File: src/verilog/ipr_pkg.sv
package ipr_pkg;

  localparam int unsigned NUM_SRC   = 19;
  localparam int unsigned NUM_REG   = 5;
  localparam int unsigned ADDR_W    = 4;
  localparam int unsigned DATA_W    = 16;
  localparam int unsigned LVL_W     = 3;
  localparam int unsigned SRC_W     = 5;

  // register offsets on the plain register port
  localparam logic [3:0] PRIO9_OFS  = 4'h0;
  localparam logic [3:0] PRIO10_OFS = 4'h1;
  localparam logic [3:0] PRIO11_OFS = 4'h2;
  localparam logic [3:0] PRIO12_OFS = 4'h3;
  localparam logic [3:0] PRIO13_OFS = 4'h4;
  localparam logic [3:0] REG_OFS [0:NUM_REG-1] = '{PRIO9_OFS, PRIO10_OFS, PRIO11_OFS, PRIO12_OFS, PRIO13_OFS};

  // implemented bits per register; the rest read zero
  localparam logic [15:0] MASK_FULL  = 16'h7777;
  localparam logic [15:0] MASK_PRIO11 = 16'h7707;
  localparam logic [15:0] REG_MASK [0:NUM_REG-1] = '{MASK_FULL, MASK_FULL, MASK_PRIO11, MASK_FULL, MASK_FULL};

  // field positions inside a register
  localparam logic [3:0] POS_LO   = 4'h0;
  localparam logic [3:0] POS_ML   = 4'h4;
  localparam logic [3:0] POS_MH   = 4'h8;
  localparam logic [3:0] POS_HI   = 4'hC;

  // level codes
  localparam logic [2:0] LEVEL_OFF   = 3'h0;
  localparam logic [2:0] LEVEL_MIN   = 3'h1;
  localparam logic [2:0] LEVEL_MAX   = 3'h7;
  localparam logic [2:0] LEVEL_RESET = 3'h4;

  // source numbering, also the tie order: lower number wins
  localparam logic [4:0] SRC_XFER3_DONE   = 5'h00;
  localparam logic [4:0] SRC_CAPTURE3     = 5'h01;
  localparam logic [4:0] SRC_CAPTURE4     = 5'h02;
  localparam logic [4:0] SRC_CAPTURE5     = 5'h03;
  localparam logic [4:0] SRC_CAPTURE6     = 5'h04;
  localparam logic [4:0] SRC_COMPARE5     = 5'h05;
  localparam logic [4:0] SRC_COMPARE6     = 5'h06;
  localparam logic [4:0] SRC_COMPARE7     = 5'h07;
  localparam logic [4:0] SRC_COMPARE8     = 5'h08;
  localparam logic [4:0] SRC_XFER4_DONE   = 5'h09;
  localparam logic [4:0] SRC_TIMER6       = 5'h0A;
  localparam logic [4:0] SRC_TIMER7       = 5'h0B;
  localparam logic [4:0] SRC_I2C_B_SLAVE  = 5'h0C;
  localparam logic [4:0] SRC_I2C_B_MASTER = 5'h0D;
  localparam logic [4:0] SRC_TIMER8       = 5'h0E;
  localparam logic [4:0] SRC_TIMER9       = 5'h0F;
  localparam logic [4:0] SRC_EXT_IRQ3     = 5'h10;
  localparam logic [4:0] SRC_EXT_IRQ4     = 5'h11;
  localparam logic [4:0] SRC_CAN_B_RX     = 5'h12;

  // per source: owning register index and low bit of its field
  localparam logic [2:0] FIELD_REG [0:NUM_SRC-1] = '{
    3'h0, 3'h0, 3'h0, 3'h0,
    3'h1, 3'h1, 3'h1, 3'h1,
    3'h2, 3'h2, 3'h2,
    3'h3, 3'h3, 3'h3, 3'h3,
    3'h4, 3'h4, 3'h4, 3'h4};
  localparam logic [3:0] FIELD_POS [0:NUM_SRC-1] = '{
    POS_LO, POS_ML, POS_MH, POS_HI,
    POS_LO, POS_ML, POS_MH, POS_HI,
    POS_LO, POS_MH, POS_HI,
    POS_LO, POS_ML, POS_MH, POS_HI,
    POS_LO, POS_ML, POS_MH, POS_HI};

  typedef logic [NUM_SRC-1:0][LVL_W-1:0] ipr_levels_t;

  typedef struct packed {
    logic              wr;
    logic              rd;
    logic [ADDR_W-1:0] addr;
    logic [DATA_W-1:0] wdata;
  } ipr_bus_req_s;

  typedef struct packed {
    logic             valid;
    logic [SRC_W-1:0] source;
    logic [LVL_W-1:0] level;
  } ipr_grant_s;

endpackage

File: src/verilog/ipr_arbiter.sv
`timescale 1ns/100ps

module ipr_arbiter
  import ipr_pkg::*;
(
  input  wire logic [NUM_SRC-1:0] elig_in,
  input  wire ipr_levels_t        levels_in,
  output logic                    valid_out,
  output logic [SRC_W-1:0]        source_out,
  output logic [LVL_W-1:0]        level_out
);

  // strict compare while walking upward keeps the lower source on a tie
  always_comb begin
    valid_out  = 1'b0;
    source_out = '0;
    level_out  = LEVEL_OFF;
    for (int i = 0; i < NUM_SRC; i++) begin
      if (elig_in[i] && (levels_in[i] > level_out)) begin
        valid_out  = 1'b1;
        source_out = SRC_W'(i);
        level_out  = levels_in[i];
      end
    end
  end

endmodule // ipr_arbiter

File: src/verilog/ipr_regs.sv
`timescale 1ns/100ps

// Operation
// three-bit field, code 111 is level 7
// code 001 is level 1, binary levels
// code 000 never forwards its source
// every field resets to code 100
// unimplemented bits read zero, ignore writes
// bits 15, 11, 7, 3 are separators
// register 9: capture5, capture4, capture3, xfer3
// register 10: compare7, compare6, compare5, capture6
// register 11: timer6, xfer4, compare8; 7-3 empty
// register 12: timer8, i2c master, slave, timer7
// register 13: can rx, ext4, ext3, timer9
// all sources level 4 after reset
// software: level, clear flag, then enable
// highest eligible level wins, lower source ties
module ipr_regs
  import ipr_pkg::*;
(
  input  wire logic               sys_clk_in,
  input  wire logic               rstn_in,
  input  wire ipr_bus_req_s       bus_req_in,
  output logic [DATA_W-1:0]       rd_data_out,
  input  wire logic [NUM_SRC-1:0] pending_flag_regs_in,
  input  wire logic [NUM_SRC-1:0] source_enable_regs_in,
  output ipr_grant_s              grant_out,
  output ipr_levels_t             levels_out
);

  ipr_levels_t              levels_reg;
  logic [NUM_SRC-1:0]       elig;
  logic [DATA_W-1:0]        words [0:NUM_REG-1];
  logic [DATA_W-1:0]        rd_next;
  logic [DATA_W-1:0]        rd_data_reg;
  ipr_grant_s               grant_reg;
  ipr_grant_s               grant_next;
  logic                     first_cycle_reg;

  // field storage and eligibility, one slice per source
  genvar g;
  generate
    for (g = 0; g < NUM_SRC; g++) begin : g_field
      always_ff @(posedge sys_clk_in or negedge rstn_in) begin
        if (!rstn_in) begin
          levels_reg[g] <= LEVEL_RESET;
        end else if (bus_req_in.wr && (bus_req_in.addr == REG_OFS[FIELD_REG[g]])) begin
          levels_reg[g] <= bus_req_in.wdata[FIELD_POS[g] +: LVL_W];
        end
      end
      // level zero masks the source regardless of flag and enable
      assign elig[g] = pending_flag_regs_in[g] && source_enable_regs_in[g] && (levels_reg[g] != LEVEL_OFF);
    end
  endgenerate

  // readback assembly; separator bits are never filled
  always_comb begin
    for (int k = 0; k < NUM_REG; k++) begin
      words[k] = '0;
    end
    for (int i = 0; i < NUM_SRC; i++) begin
      words[FIELD_REG[i]][FIELD_POS[i] +: LVL_W] = levels_reg[i];
    end
  end

  // unmapped offsets read zero
  always_comb begin
    rd_next = '0;
    for (int k = 0; k < NUM_REG; k++) begin
      if (bus_req_in.addr == REG_OFS[k]) begin
        rd_next = words[k] & REG_MASK[k];
      end
    end
  end

  // data stands only in the cycle after the read strobe
  always_ff @(posedge sys_clk_in or negedge rstn_in) begin
    if (!rstn_in) begin
      rd_data_reg <= '0;
    end else if (bus_req_in.rd) begin
      rd_data_reg <= rd_next;
    end else begin
      rd_data_reg <= '0;
    end
  end

  ipr_arbiter u_arbiter (
    .elig_in    (elig),
    .levels_in  (levels_reg),
    .valid_out  (grant_next.valid),
    .source_out (grant_next.source),
    .level_out  (grant_next.level)
  );

  // registered grant costs one cycle of latency but gives clean outputs to the core
  always_ff @(posedge sys_clk_in or negedge rstn_in) begin
    if (!rstn_in) begin
      grant_reg <= '0;
    end else begin
      grant_reg <= grant_next;
    end
  end

  always_ff @(posedge sys_clk_in or negedge rstn_in) begin
    if (!rstn_in) begin
      first_cycle_reg <= 1'b1;
    end else begin
      first_cycle_reg <= 1'b0;
    end
  end

  assign rd_data_out = rd_data_reg;
  assign grant_out   = grant_reg;
  assign levels_out  = levels_reg;

  // checking helpers
  logic [NUM_SRC-1:0] beaten;
  logic [NUM_SRC-1:0] tie_lost;
  logic [LVL_W-1:0]   grant_src_level;
  logic [DATA_W-1:0]  rd_mask_exp;

  generate
    for (g = 0; g < NUM_SRC; g++) begin : g_check
      assign beaten[g]   = elig[g] && (levels_reg[g] > grant_next.level);
      assign tie_lost[g] = elig[g] && (levels_reg[g] == grant_next.level) && (SRC_W'(g) < grant_next.source);
    end
  endgenerate

  always_comb begin
    grant_src_level = LEVEL_OFF;
    rd_mask_exp     = '0;
    for (int i = 0; i < NUM_SRC; i++) begin
      if (grant_next.source == SRC_W'(i)) begin
        grant_src_level = levels_reg[i];
      end
    end
    for (int k = 0; k < NUM_REG; k++) begin
      if (bus_req_in.addr == REG_OFS[k]) begin
        rd_mask_exp = REG_MASK[k];
      end
    end
  end

  max_code_a: assert property (@(posedge sys_clk_in) disable iff (!rstn_in)
    (bus_req_in.wr && bus_req_in.addr == PRIO9_OFS && bus_req_in.wdata[14:12] == LEVEL_MAX)
    |=> levels_reg[SRC_CAPTURE5] == LEVEL_MAX)
    else $error("code 111 not stored as level 7");

  min_code_a: assert property (@(posedge sys_clk_in) disable iff (!rstn_in)
    (bus_req_in.wr && bus_req_in.addr == PRIO13_OFS && bus_req_in.wdata[2:0] == LEVEL_MIN)
    ##1 (bus_req_in.rd && bus_req_in.addr == PRIO13_OFS) |=> rd_data_out[2:0] == LEVEL_MIN)
    else $error("code 001 not read back as level 1");

  disabled_no_fwd_a: assert property (@(posedge sys_clk_in) disable iff (!rstn_in)
    grant_next.valid |-> (grant_src_level != LEVEL_OFF) && (grant_next.level == grant_src_level)
    && elig[grant_next.source])
    else $error("disabled or ineligible source forwarded");

  grant_valid_a: assert property (@(posedge sys_clk_in) disable iff (!rstn_in)
    ##1 (grant_out.valid == ($past(elig) != '0)))
    else $error("grant valid does not follow eligibility");

  reset_level_a: assert property (@(posedge sys_clk_in) disable iff (!rstn_in)
    first_cycle_reg |-> (words[0] == 16'h4444) && (words[1] == 16'h4444) && (words[2] == 16'h4404)
    && (words[3] == 16'h4444) && (words[4] == 16'h4444))
    else $error("fields not at level 4 after reset");

  unimpl_zero_a: assert property (@(posedge sys_clk_in) disable iff (!rstn_in)
    bus_req_in.rd |=> (rd_data_out & ~$past(rd_mask_exp)) == 16'h0000)
    else $error("unimplemented bit read nonzero");

  readback_a: assert property (@(posedge sys_clk_in) disable iff (!rstn_in)
    (bus_req_in.wr && bus_req_in.addr == PRIO11_OFS) ##1 (bus_req_in.rd && bus_req_in.addr == PRIO11_OFS)
    |=> rd_data_out == ($past(bus_req_in.wdata, 2) & MASK_PRIO11))
    else $error("register 11 readback differs from masked write");

  read_one_cycle_a: assert property (@(posedge sys_clk_in) disable iff (!rstn_in)
    !bus_req_in.rd |=> rd_data_out == 16'h0000)
    else $error("read data outside its cycle");

  layout9_a: assert property (@(posedge sys_clk_in) disable iff (!rstn_in)
    (bus_req_in.wr && bus_req_in.addr == PRIO9_OFS) |=>
    levels_reg[SRC_CAPTURE5] == $past(bus_req_in.wdata[14:12]) && levels_reg[SRC_CAPTURE4] == $past(bus_req_in.wdata[10:8])
    && levels_reg[SRC_CAPTURE3] == $past(bus_req_in.wdata[6:4])
    && levels_reg[SRC_XFER3_DONE] == $past(bus_req_in.wdata[2:0]))
    else $error("register 9 field layout wrong");

  layout10_a: assert property (@(posedge sys_clk_in) disable iff (!rstn_in)
    (bus_req_in.wr && bus_req_in.addr == PRIO10_OFS) |=>
    levels_reg[SRC_COMPARE7] == $past(bus_req_in.wdata[14:12]) && levels_reg[SRC_COMPARE6] == $past(bus_req_in.wdata[10:8])
    && levels_reg[SRC_COMPARE5] == $past(bus_req_in.wdata[6:4])
    && levels_reg[SRC_CAPTURE6] == $past(bus_req_in.wdata[2:0]))
    else $error("register 10 field layout wrong");

  layout11_a: assert property (@(posedge sys_clk_in) disable iff (!rstn_in)
    (bus_req_in.wr && bus_req_in.addr == PRIO11_OFS) |=>
    levels_reg[SRC_TIMER6] == $past(bus_req_in.wdata[14:12]) && levels_reg[SRC_XFER4_DONE] == $past(bus_req_in.wdata[10:8])
    && levels_reg[SRC_COMPARE8] == $past(bus_req_in.wdata[2:0]))
    else $error("register 11 field layout wrong");

  layout12_a: assert property (@(posedge sys_clk_in) disable iff (!rstn_in)
    (bus_req_in.wr && bus_req_in.addr == PRIO12_OFS) |=>
    levels_reg[SRC_TIMER8] == $past(bus_req_in.wdata[14:12])
    && levels_reg[SRC_I2C_B_MASTER] == $past(bus_req_in.wdata[10:8])
    && levels_reg[SRC_I2C_B_SLAVE] == $past(bus_req_in.wdata[6:4])
    && levels_reg[SRC_TIMER7] == $past(bus_req_in.wdata[2:0]))
    else $error("register 12 field layout wrong");

  layout13_a: assert property (@(posedge sys_clk_in) disable iff (!rstn_in)
    (bus_req_in.wr && bus_req_in.addr == PRIO13_OFS) |=>
    levels_reg[SRC_CAN_B_RX] == $past(bus_req_in.wdata[14:12]) && levels_reg[SRC_EXT_IRQ4] == $past(bus_req_in.wdata[10:8])
    && levels_reg[SRC_EXT_IRQ3] == $past(bus_req_in.wdata[6:4])
    && levels_reg[SRC_TIMER9] == $past(bus_req_in.wdata[2:0]))
    else $error("register 13 field layout wrong");

  highest_wins_a: assert property (@(posedge sys_clk_in) disable iff (!rstn_in)
    beaten == '0)
    else $error("higher eligible level not granted");

  tie_order_a: assert property (@(posedge sys_clk_in) disable iff (!rstn_in)
    grant_next.valid |-> tie_lost == '0)
    else $error("tie not resolved toward lower source");

  grant_hold_a: assert property (@(posedge sys_clk_in) disable iff (!rstn_in)
    grant_next.valid |=> grant_out.source == $past(grant_next.source) && grant_out.level == $past(grant_next.level))
    else $error("grant register did not capture the winner");

  reset_idle_a: assert property (@(posedge sys_clk_in) disable iff (!rstn_in)
    first_cycle_reg |-> (grant_out == '0) && (rd_data_out == 16'h0000))
    else $error("outputs not idle after reset");

  unmapped_read_a: assert property (@(posedge sys_clk_in) disable iff (!rstn_in)
    (bus_req_in.rd && bus_req_in.addr > PRIO13_OFS) |=> rd_data_out == 16'h0000)
    else $error("unmapped offset read nonzero");

  unmapped_write_a: assert property (@(posedge sys_clk_in) disable iff (!rstn_in)
    (bus_req_in.wr && bus_req_in.addr > PRIO13_OFS) |=> levels_reg == $past(levels_reg))
    else $error("unmapped write changed a level");

  sep_bits_a: assert property (@(posedge sys_clk_in) disable iff (!rstn_in)
    bus_req_in.rd |=> (rd_data_out & 16'h8888) == 16'h0000)
    else $error("separator bit read nonzero");

  reg11_gap_a: assert property (@(posedge sys_clk_in) disable iff (!rstn_in)
    (bus_req_in.rd && bus_req_in.addr == PRIO11_OFS) |=> rd_data_out[7:3] == 5'h00)
    else $error("register 11 empty span read nonzero");

  // readback layout is checked against the stored levels, not the assembled words
  reg9_read_a: assert property (@(posedge sys_clk_in) disable iff (!rstn_in)
    (bus_req_in.rd && bus_req_in.addr == PRIO9_OFS) |=>
    rd_data_out == {1'b0, $past(levels_reg[SRC_CAPTURE5]), 1'b0, $past(levels_reg[SRC_CAPTURE4]),
    1'b0, $past(levels_reg[SRC_CAPTURE3]), 1'b0, $past(levels_reg[SRC_XFER3_DONE])})
    else $error("register 9 readback layout wrong");

  reg10_read_a: assert property (@(posedge sys_clk_in) disable iff (!rstn_in)
    (bus_req_in.rd && bus_req_in.addr == PRIO10_OFS) |=>
    rd_data_out == {1'b0, $past(levels_reg[SRC_COMPARE7]), 1'b0, $past(levels_reg[SRC_COMPARE6]),
    1'b0, $past(levels_reg[SRC_COMPARE5]), 1'b0, $past(levels_reg[SRC_CAPTURE6])})
    else $error("register 10 readback layout wrong");

  reg11_read_a: assert property (@(posedge sys_clk_in) disable iff (!rstn_in)
    (bus_req_in.rd && bus_req_in.addr == PRIO11_OFS) |=>
    rd_data_out == {1'b0, $past(levels_reg[SRC_TIMER6]), 1'b0, $past(levels_reg[SRC_XFER4_DONE]),
    5'h00, $past(levels_reg[SRC_COMPARE8])})
    else $error("register 11 readback layout wrong");

  reg12_read_a: assert property (@(posedge sys_clk_in) disable iff (!rstn_in)
    (bus_req_in.rd && bus_req_in.addr == PRIO12_OFS) |=>
    rd_data_out == {1'b0, $past(levels_reg[SRC_TIMER8]), 1'b0, $past(levels_reg[SRC_I2C_B_MASTER]),
    1'b0, $past(levels_reg[SRC_I2C_B_SLAVE]), 1'b0, $past(levels_reg[SRC_TIMER7])})
    else $error("register 12 readback layout wrong");

  reg13_read_a: assert property (@(posedge sys_clk_in) disable iff (!rstn_in)
    (bus_req_in.rd && bus_req_in.addr == PRIO13_OFS) |=>
    rd_data_out == {1'b0, $past(levels_reg[SRC_CAN_B_RX]), 1'b0, $past(levels_reg[SRC_EXT_IRQ4]),
    1'b0, $past(levels_reg[SRC_EXT_IRQ3]), 1'b0, $past(levels_reg[SRC_TIMER9])})
    else $error("register 13 readback layout wrong");

  zero_no_grant_a: assert property (@(posedge sys_clk_in) disable iff (!rstn_in)
    grant_out.valid |-> grant_out.level != LEVEL_OFF)
    else $error("grant carries level zero");

  max_level_a: assert property (@(posedge sys_clk_in) disable iff (!rstn_in)
    (elig[SRC_CAPTURE5] && levels_reg[SRC_CAPTURE5] == LEVEL_MAX)
    |=> grant_out.valid && grant_out.level == LEVEL_MAX)
    else $error("eligible level 7 source not at top");

  min_level_a: assert property (@(posedge sys_clk_in) disable iff (!rstn_in)
    (elig[SRC_TIMER9] && elig[SRC_EXT_IRQ3] && levels_reg[SRC_TIMER9] == LEVEL_MIN
    && levels_reg[SRC_EXT_IRQ3] > LEVEL_MIN) |=> grant_out.source != SRC_TIMER9)
    else $error("level 1 source beat a higher one");

  off_source_a: assert property (@(posedge sys_clk_in) disable iff (!rstn_in)
    levels_reg[SRC_XFER3_DONE] == LEVEL_OFF
    |=> !(grant_out.valid && grant_out.source == SRC_XFER3_DONE))
    else $error("source at code 000 was forwarded");

  elig_grant_a: assert property (@(posedge sys_clk_in) disable iff (!rstn_in)
    (elig != '0) |=> grant_out.valid)
    else $error("eligible request not forwarded");

  write_scope_a: assert property (@(posedge sys_clk_in) disable iff (!rstn_in)
    (bus_req_in.wr && bus_req_in.addr == PRIO9_OFS) |=>
    levels_reg[SRC_CAPTURE6] == $past(levels_reg[SRC_CAPTURE6])
    && levels_reg[SRC_TIMER9] == $past(levels_reg[SRC_TIMER9]))
    else $error("register 9 write reached another register");

endmodule // ipr_regs

File: config.mk
export PLATFORM = sky130hd
export DESIGN_NAME = ipr_regs
export DESIGN_NICKNAME = d
export VERILOG_FILES = /design/src/verilog/ipr_pkg.sv /design/src/verilog/ipr_arbiter.sv /design/src/verilog/ipr_regs.sv
export SDC_FILE = /design/constraint.sdc
export NUM_CORES = 1
export LEC_CHECK = 0
export BUFFER_PORTS_ARGS = -buffer_cell sky130_fd_sc_hd__buf_2
export CORE_MARGIN = 2
export CORE_UTILIZATION = 40
export CTS_BUF_LIST = sky130_fd_sc_hd__clkbuf_16
export CTS_CLUSTER_SIZE = 24
export DETAILED_ROUTE_END_ITERATION = 12
export SYNTH_ARGS = -nofsm -noshare
export SYNTH_HDL_FRONTEND = slang
export SYNTH_SLANG_ARGS = --single-unit
File: constraint.sdc
create_clock -name sys_clk_in -period 68.8 [get_ports sys_clk_in]
set_input_delay 6.88 -clock sys_clk_in [delete_from_list [all_inputs] [get_ports sys_clk_in]]
set_output_delay 6.88 -clock sys_clk_in [all_outputs]
set_load 0.005 [all_outputs]
# --- Word-level counts from Yosys, hierarchy flattened ---
# Index checks and enable logic that the tools add are counted.
totals:
  register_bits: 82
  mem_bits_ro: 0
  latch_bits: 0
  mem_bits_rw: 0
  memories: 0
classes:
  n_bitwise: 0
  n_mul: 0
  magnitude_cmp: 19
  mux: 62
  n_shift: 0
  div: 0
  eq_ne: 4
  add_sub_neg: 0
  n_reduce_logical: 82
op_table:
  columns: ["operator", "count"]
  rows:
  - ["two-way mux 16 bit", 5]
  - ["two-way mux 3 bit", 23]
  - ["logical AND 1 bit", 62]
  - ["nonzero test 3 bit", 19]
  - ["greater-than comparator 3 bit", 18]
  - ["two-way mux 4 bit", 8]
  - ["two-way mux 1 bit", 20]
  - ["two-way mux 15 bit", 1]
  - ["two-way mux 5 bit", 3]
  - ["== test 4 x 2 -> 1 bit (second input constant)", 2]
  - ["== test 4 x 1 -> 1 bit (second input constant)", 1]
  - ["== test 4 x 3 -> 1 bit (second input constant)", 1]
  - ["logical NOT 4 bit", 1]
  - ["two-way mux 2 bit", 2]
  - ["greater-than comparator 3 x 1 -> 1 bit (second input constant)", 1]

# --- Longest topological paths before layout ---
depth:
  depth_word: 58
  mapped_depth: 134
  ltp_nobuf: 133

# --- By module ---
# Synthesis repeated with hierarchy kept, for this count alone.
hier_totals:
  cells_unflattened: 683
  hier_area_um2: 6472.5
modules_own_cells:
  columns: ["mod", "cells_per_inst", "area_each_um2", "seq_area_each_um2", "instances"]
  rows:
  - ["ipr_regs", 247, 3604.7, 1975.6, 1]
  - ["ipr_arbiter", 436, 2867.8, 0.0, 1]

# --- Worst setup path after synthesis ---
# OpenSTA, ideal clock, no wires.
synth_timing:
  path_kind: "input port to flip-flop"
  start: "in pending_flag_regs_in[0]"
  end: "reg grant_reg, in the netlist grant_out[6]"
  arrival_ps: 30718
  path_slack_ps: 37962
  setup_time_ps: 120
  stages: 128
  path_buffers: 1
  path_cell_list: "and3_1 inv_1 ha_1 and3_4 a211oi_4 nand2_1 a22o_2 ha_1 nor2_1 maj3_2 a211oi_1 o221a_2 nor2_1 mux2_2 ha_1 nor3_1 o311ai_0 mux2i_1 [92 not listed] maj3_2 o21ai_4 nand2b_4 and2_1 ha_1 inv_1 a21o_1 a21oi_1 a311oi_1 clkinv_1 a21o_1 ha_1 a21o_1 a21oi_1 a311oi_1 nor2_1 nand2_4 and2b_2"
synth_rtl:
  columns: ["item", "line", "rtl"]
  rows:
  - ["from (decl)", "ipr_regs.sv:25", "input wire logic [NUM_SRC-1:0] pending_flag_regs_in,"]
  - ["to (signal assigned)", "ipr_regs.sv:100", "grant_reg <= grant_next;"]
  - ["to (decl)", "ipr_regs.sv:36", "ipr_grant_s grant_reg;"]

==> impl_metrics.py <==
metrics = {
    "route": {
        "num_vias": 6068,
        "wl_um": 20700,
        "first_pass_iters": 5,
        "final_antenna_net_count": 0,
        "drtIter0Drc": 490,
        "viasPerCell": 5.95,
        "drc": 0,
        "wl_per_cell_um": 20.3,
    },
    "sta": {
        "tightest_slew_ns": 1.11,
        "period_minus_slack_ns": 33.93,
        "finalHoldViolations": 0,
        "finalSetupViolCount": 0,
        "rsz0062_at_grt": "no",
        "period_share_pct": 49.3,
        "slew_headroom_pct": 25.6,
        "fmaxAchievable_ghz": 0.0295,
        "setup_ws_ns": 34.87,
        "clock_skew_ns": 0.00399,
        "finalMaxSlewViolations": 0,
        "setup_tns_ns": 0,
    },
    "synth": {
        "ys_types": 88,
        "syn_area_per_cell_um2": 8.89,
        "synth_warnings": 0,
        "yosysSeqAreaShare_pct": 31.8,
        "synth-edff-count": 0,
        "synthArstFlopShare_pct": 100,
        "netlist_area_um2": 6210,
        "syn_inst": 699,
        "synthFlopType": "dfrtp_1",
        "synth.area.top_cells": "dfrtp_1 (24%), mux2_2 (10%), dfstp_2 (8.0%)",
        "synth_top_area_share_pct": 23.8,
        "yosys.area.top_type": "dfrtp_1",
        "synth_seq_cells": 78,
    },
    "clock_network": {
        "cts_buffers": 9,
        "cts_tree": "done",
        "clkSinkCount": 78,
        "clockBufferDepth": 2,
        "cts-root-buf": "clkbuf_16",
        "cts_hold_buf": 0,
        "h-tree-depth": 3,
        "postCtsSetupRepairBufs": 0,
        "ctsResizeCount": 0,
        "clock_latency_ns": 0.33,
        "clk_pin_slew_ns": 0.06,
    },
    "global_routing": {
        "antenna_found_initial": 0,
        "globalRouteTotalUtil_pct": 25.0,
        "grt_pass1_wl_um": 31800,
        "overflow": 0,
        "grt_max_degree": 79,
        "grt_pass1_vias": 5679,
    },
    "place": {
        "dp_slack_ns": 34.75,
        "routabilityCongestion": 0.933,
        "place_hpwl_um": 16300,
        "port_buffers": 135,
    },
    "setup_path": {
        "critPathCaptureType": "register",
        "worstPathArrival_ns": 34.14,
        "crit_path_max_fanout": 9,
        "critPathRequiredTime_ns": 69.01,
        "max_stage_delay_ns": 0.59,
        "worstSetupStartpointType": "input port",
        "crit_family": "compound AO/OA/AOI/OAI gates",
        "crit_type": "input port to register",
        "cpMostUsedCell": "nor2_1",
        "critPathSlowestCell": "o311ai_0",
        "critPathBufInv": 8,
    },
    "cells_and_area": {
        "antenna_cells": 0,
        "post-route-util_pct": 48.6,
        "register_area_um2": 1980,
        "drive_gt1_share_pct": 32.7,
        "multi_input_area_um2": 3980,
        "fillers": 1461,
        "nNetsFinal": 913,
        "final_common_cell": "buf_2",
        "layout_common_cells": "buf_2 (134), nor2_1 (71), dfrtp_1 (59)",
        "area_delta_synth_final_pct": 18.9,
    },
    "floorplan": {
        "die_w_um": 129,
        "start_util_pct": 40.9,
        "core_um2": 15200,
        "ioPinCount": 144,
        "design.die.area_um2": 16500,
        "rows": 45,
        "die_h_um": 129,
    },
    "hold_path": {
        "min_path_type": "register to register",
    },
    "power_and_ir_drop": {
        "peakVddDrop_v": 0.0000131,
        "fin_total_pwr_mw": 0.268,
        "cellPowerDensity_nw_per_um2": 36.2,
        "power.leakage_nw": 3.43,
    },
    "outcome": {
        "outcome": "completed",
    },
    "flow_run": {
        "cap_violations": 0,
    },
}
report_power, final:
part           internal, mW  total [mW]  switching (mW)
logic                0.0611       0.137          0.0758
clock network        0.0350      0.0527          0.0177
registers            0.0589      0.0780          0.0191
total                 0.155       0.268           0.113
kinds of logic after synthesis:
family,synth area share (%)
other,0.0604
buffers and inverters,4.31
adder cells (fa/ha/maj),5.52
multiplexers,12.5
AO/OA/AOI/OAI,27.1
AND/OR/NAND/NOR,18.7
flip-flops,31.8
stage by stage:
step / instance area, um2 / instances / hold slack [ns]
after floorplan: 6220 / 702 / 0.530
after global placement: 7050 / 1004 / 0.568
after detailed placement: 7050 / 1004 / 0.595
after CTS: 7390 / 1020 / 0.600
after global routing: 7390 / 1020 / 0.633
final: 7390 / 1020 / 0.598
Yosys cell counts, drive strengths merged, types with 4 or more instances:
master and n:
nor2 71, dfrtp 59, nand2 58, mux2 55
a21oi 50, inv 42, o21ai 39, nand3 27
ha 24, dfstp 19, nor3 17, and3 15
clkbuf 15, and2 12, o31ai 12, o211ai 11
a211oi 10, nor2b 10, a21o 9, buf 9
a22oi 8, a31oi 7, mux2i 7, or3 7
a2111oi 6, a22o 6, a31o 6, o22ai 6
o311ai 6, a211o 5, o311a 5, or2 5
a21boi 4, maj3 4, mux4 4, o211a 4
o31a 4
final cells by class:
| class | instances | area share [%] |
|---|---|---|
| Inverter | 43 | 2.19 |
| Clock inverter | 7 | 1.46 |
| Tap cell | 188 | 3.18 |
| Sequential cell | 78 | 26.7 |
| Clock buffer | 9 | 3.05 |
| Multi-Input combinational cell | 557 | 53.9 |
| Timing Repair Buffer | 138 | 9.49 |
worst paths after layout:
kind / startpoint / end / slack, ns / cells after the start
worst max-delay path: pending_flag_regs_in[0] / grant_out[8] / 34.87 / 128
worst min-delay path: levels_out[56] / grant_out[2] / 0.60 / 2
worst max register to register: levels_out[2] / grant_out[8] / 40.91 / 127
worst min register to register: levels_out[56] / grant_out[2] / 0.60 / 2
max in group asynchronous: rstn_in / levels_out[45] / 61.47 / 1
min in group asynchronous: rstn_in / grant_out[6] / 6.69 / 1
layer usage:
| metal | global-route usage (%) | wire (um) | up-vias |
|---|---|---|---|
| li1 | - | - | 2888 |
| met1 | 36.3 | 9850 | 2939 |
| met2 | 39.7 | 9300 | 216 |
| met3 | 3.33 | 1180 | 25 |
| met4 | 5.88 | 330 | 0 |
| met5 | 0 | 0 | - |
sequential cells by signal, indices dropped and copies added, names as in the netlist:
name and count:
grant_out 9, rd_data_out 12, levels_out 57
worst min-delay path: stages (launching register included):
cell	delay, ns
dfstp_2	0.40
nand2_1	0.06
o21ai_0	0.09
(Power assumes the default switching activity.)
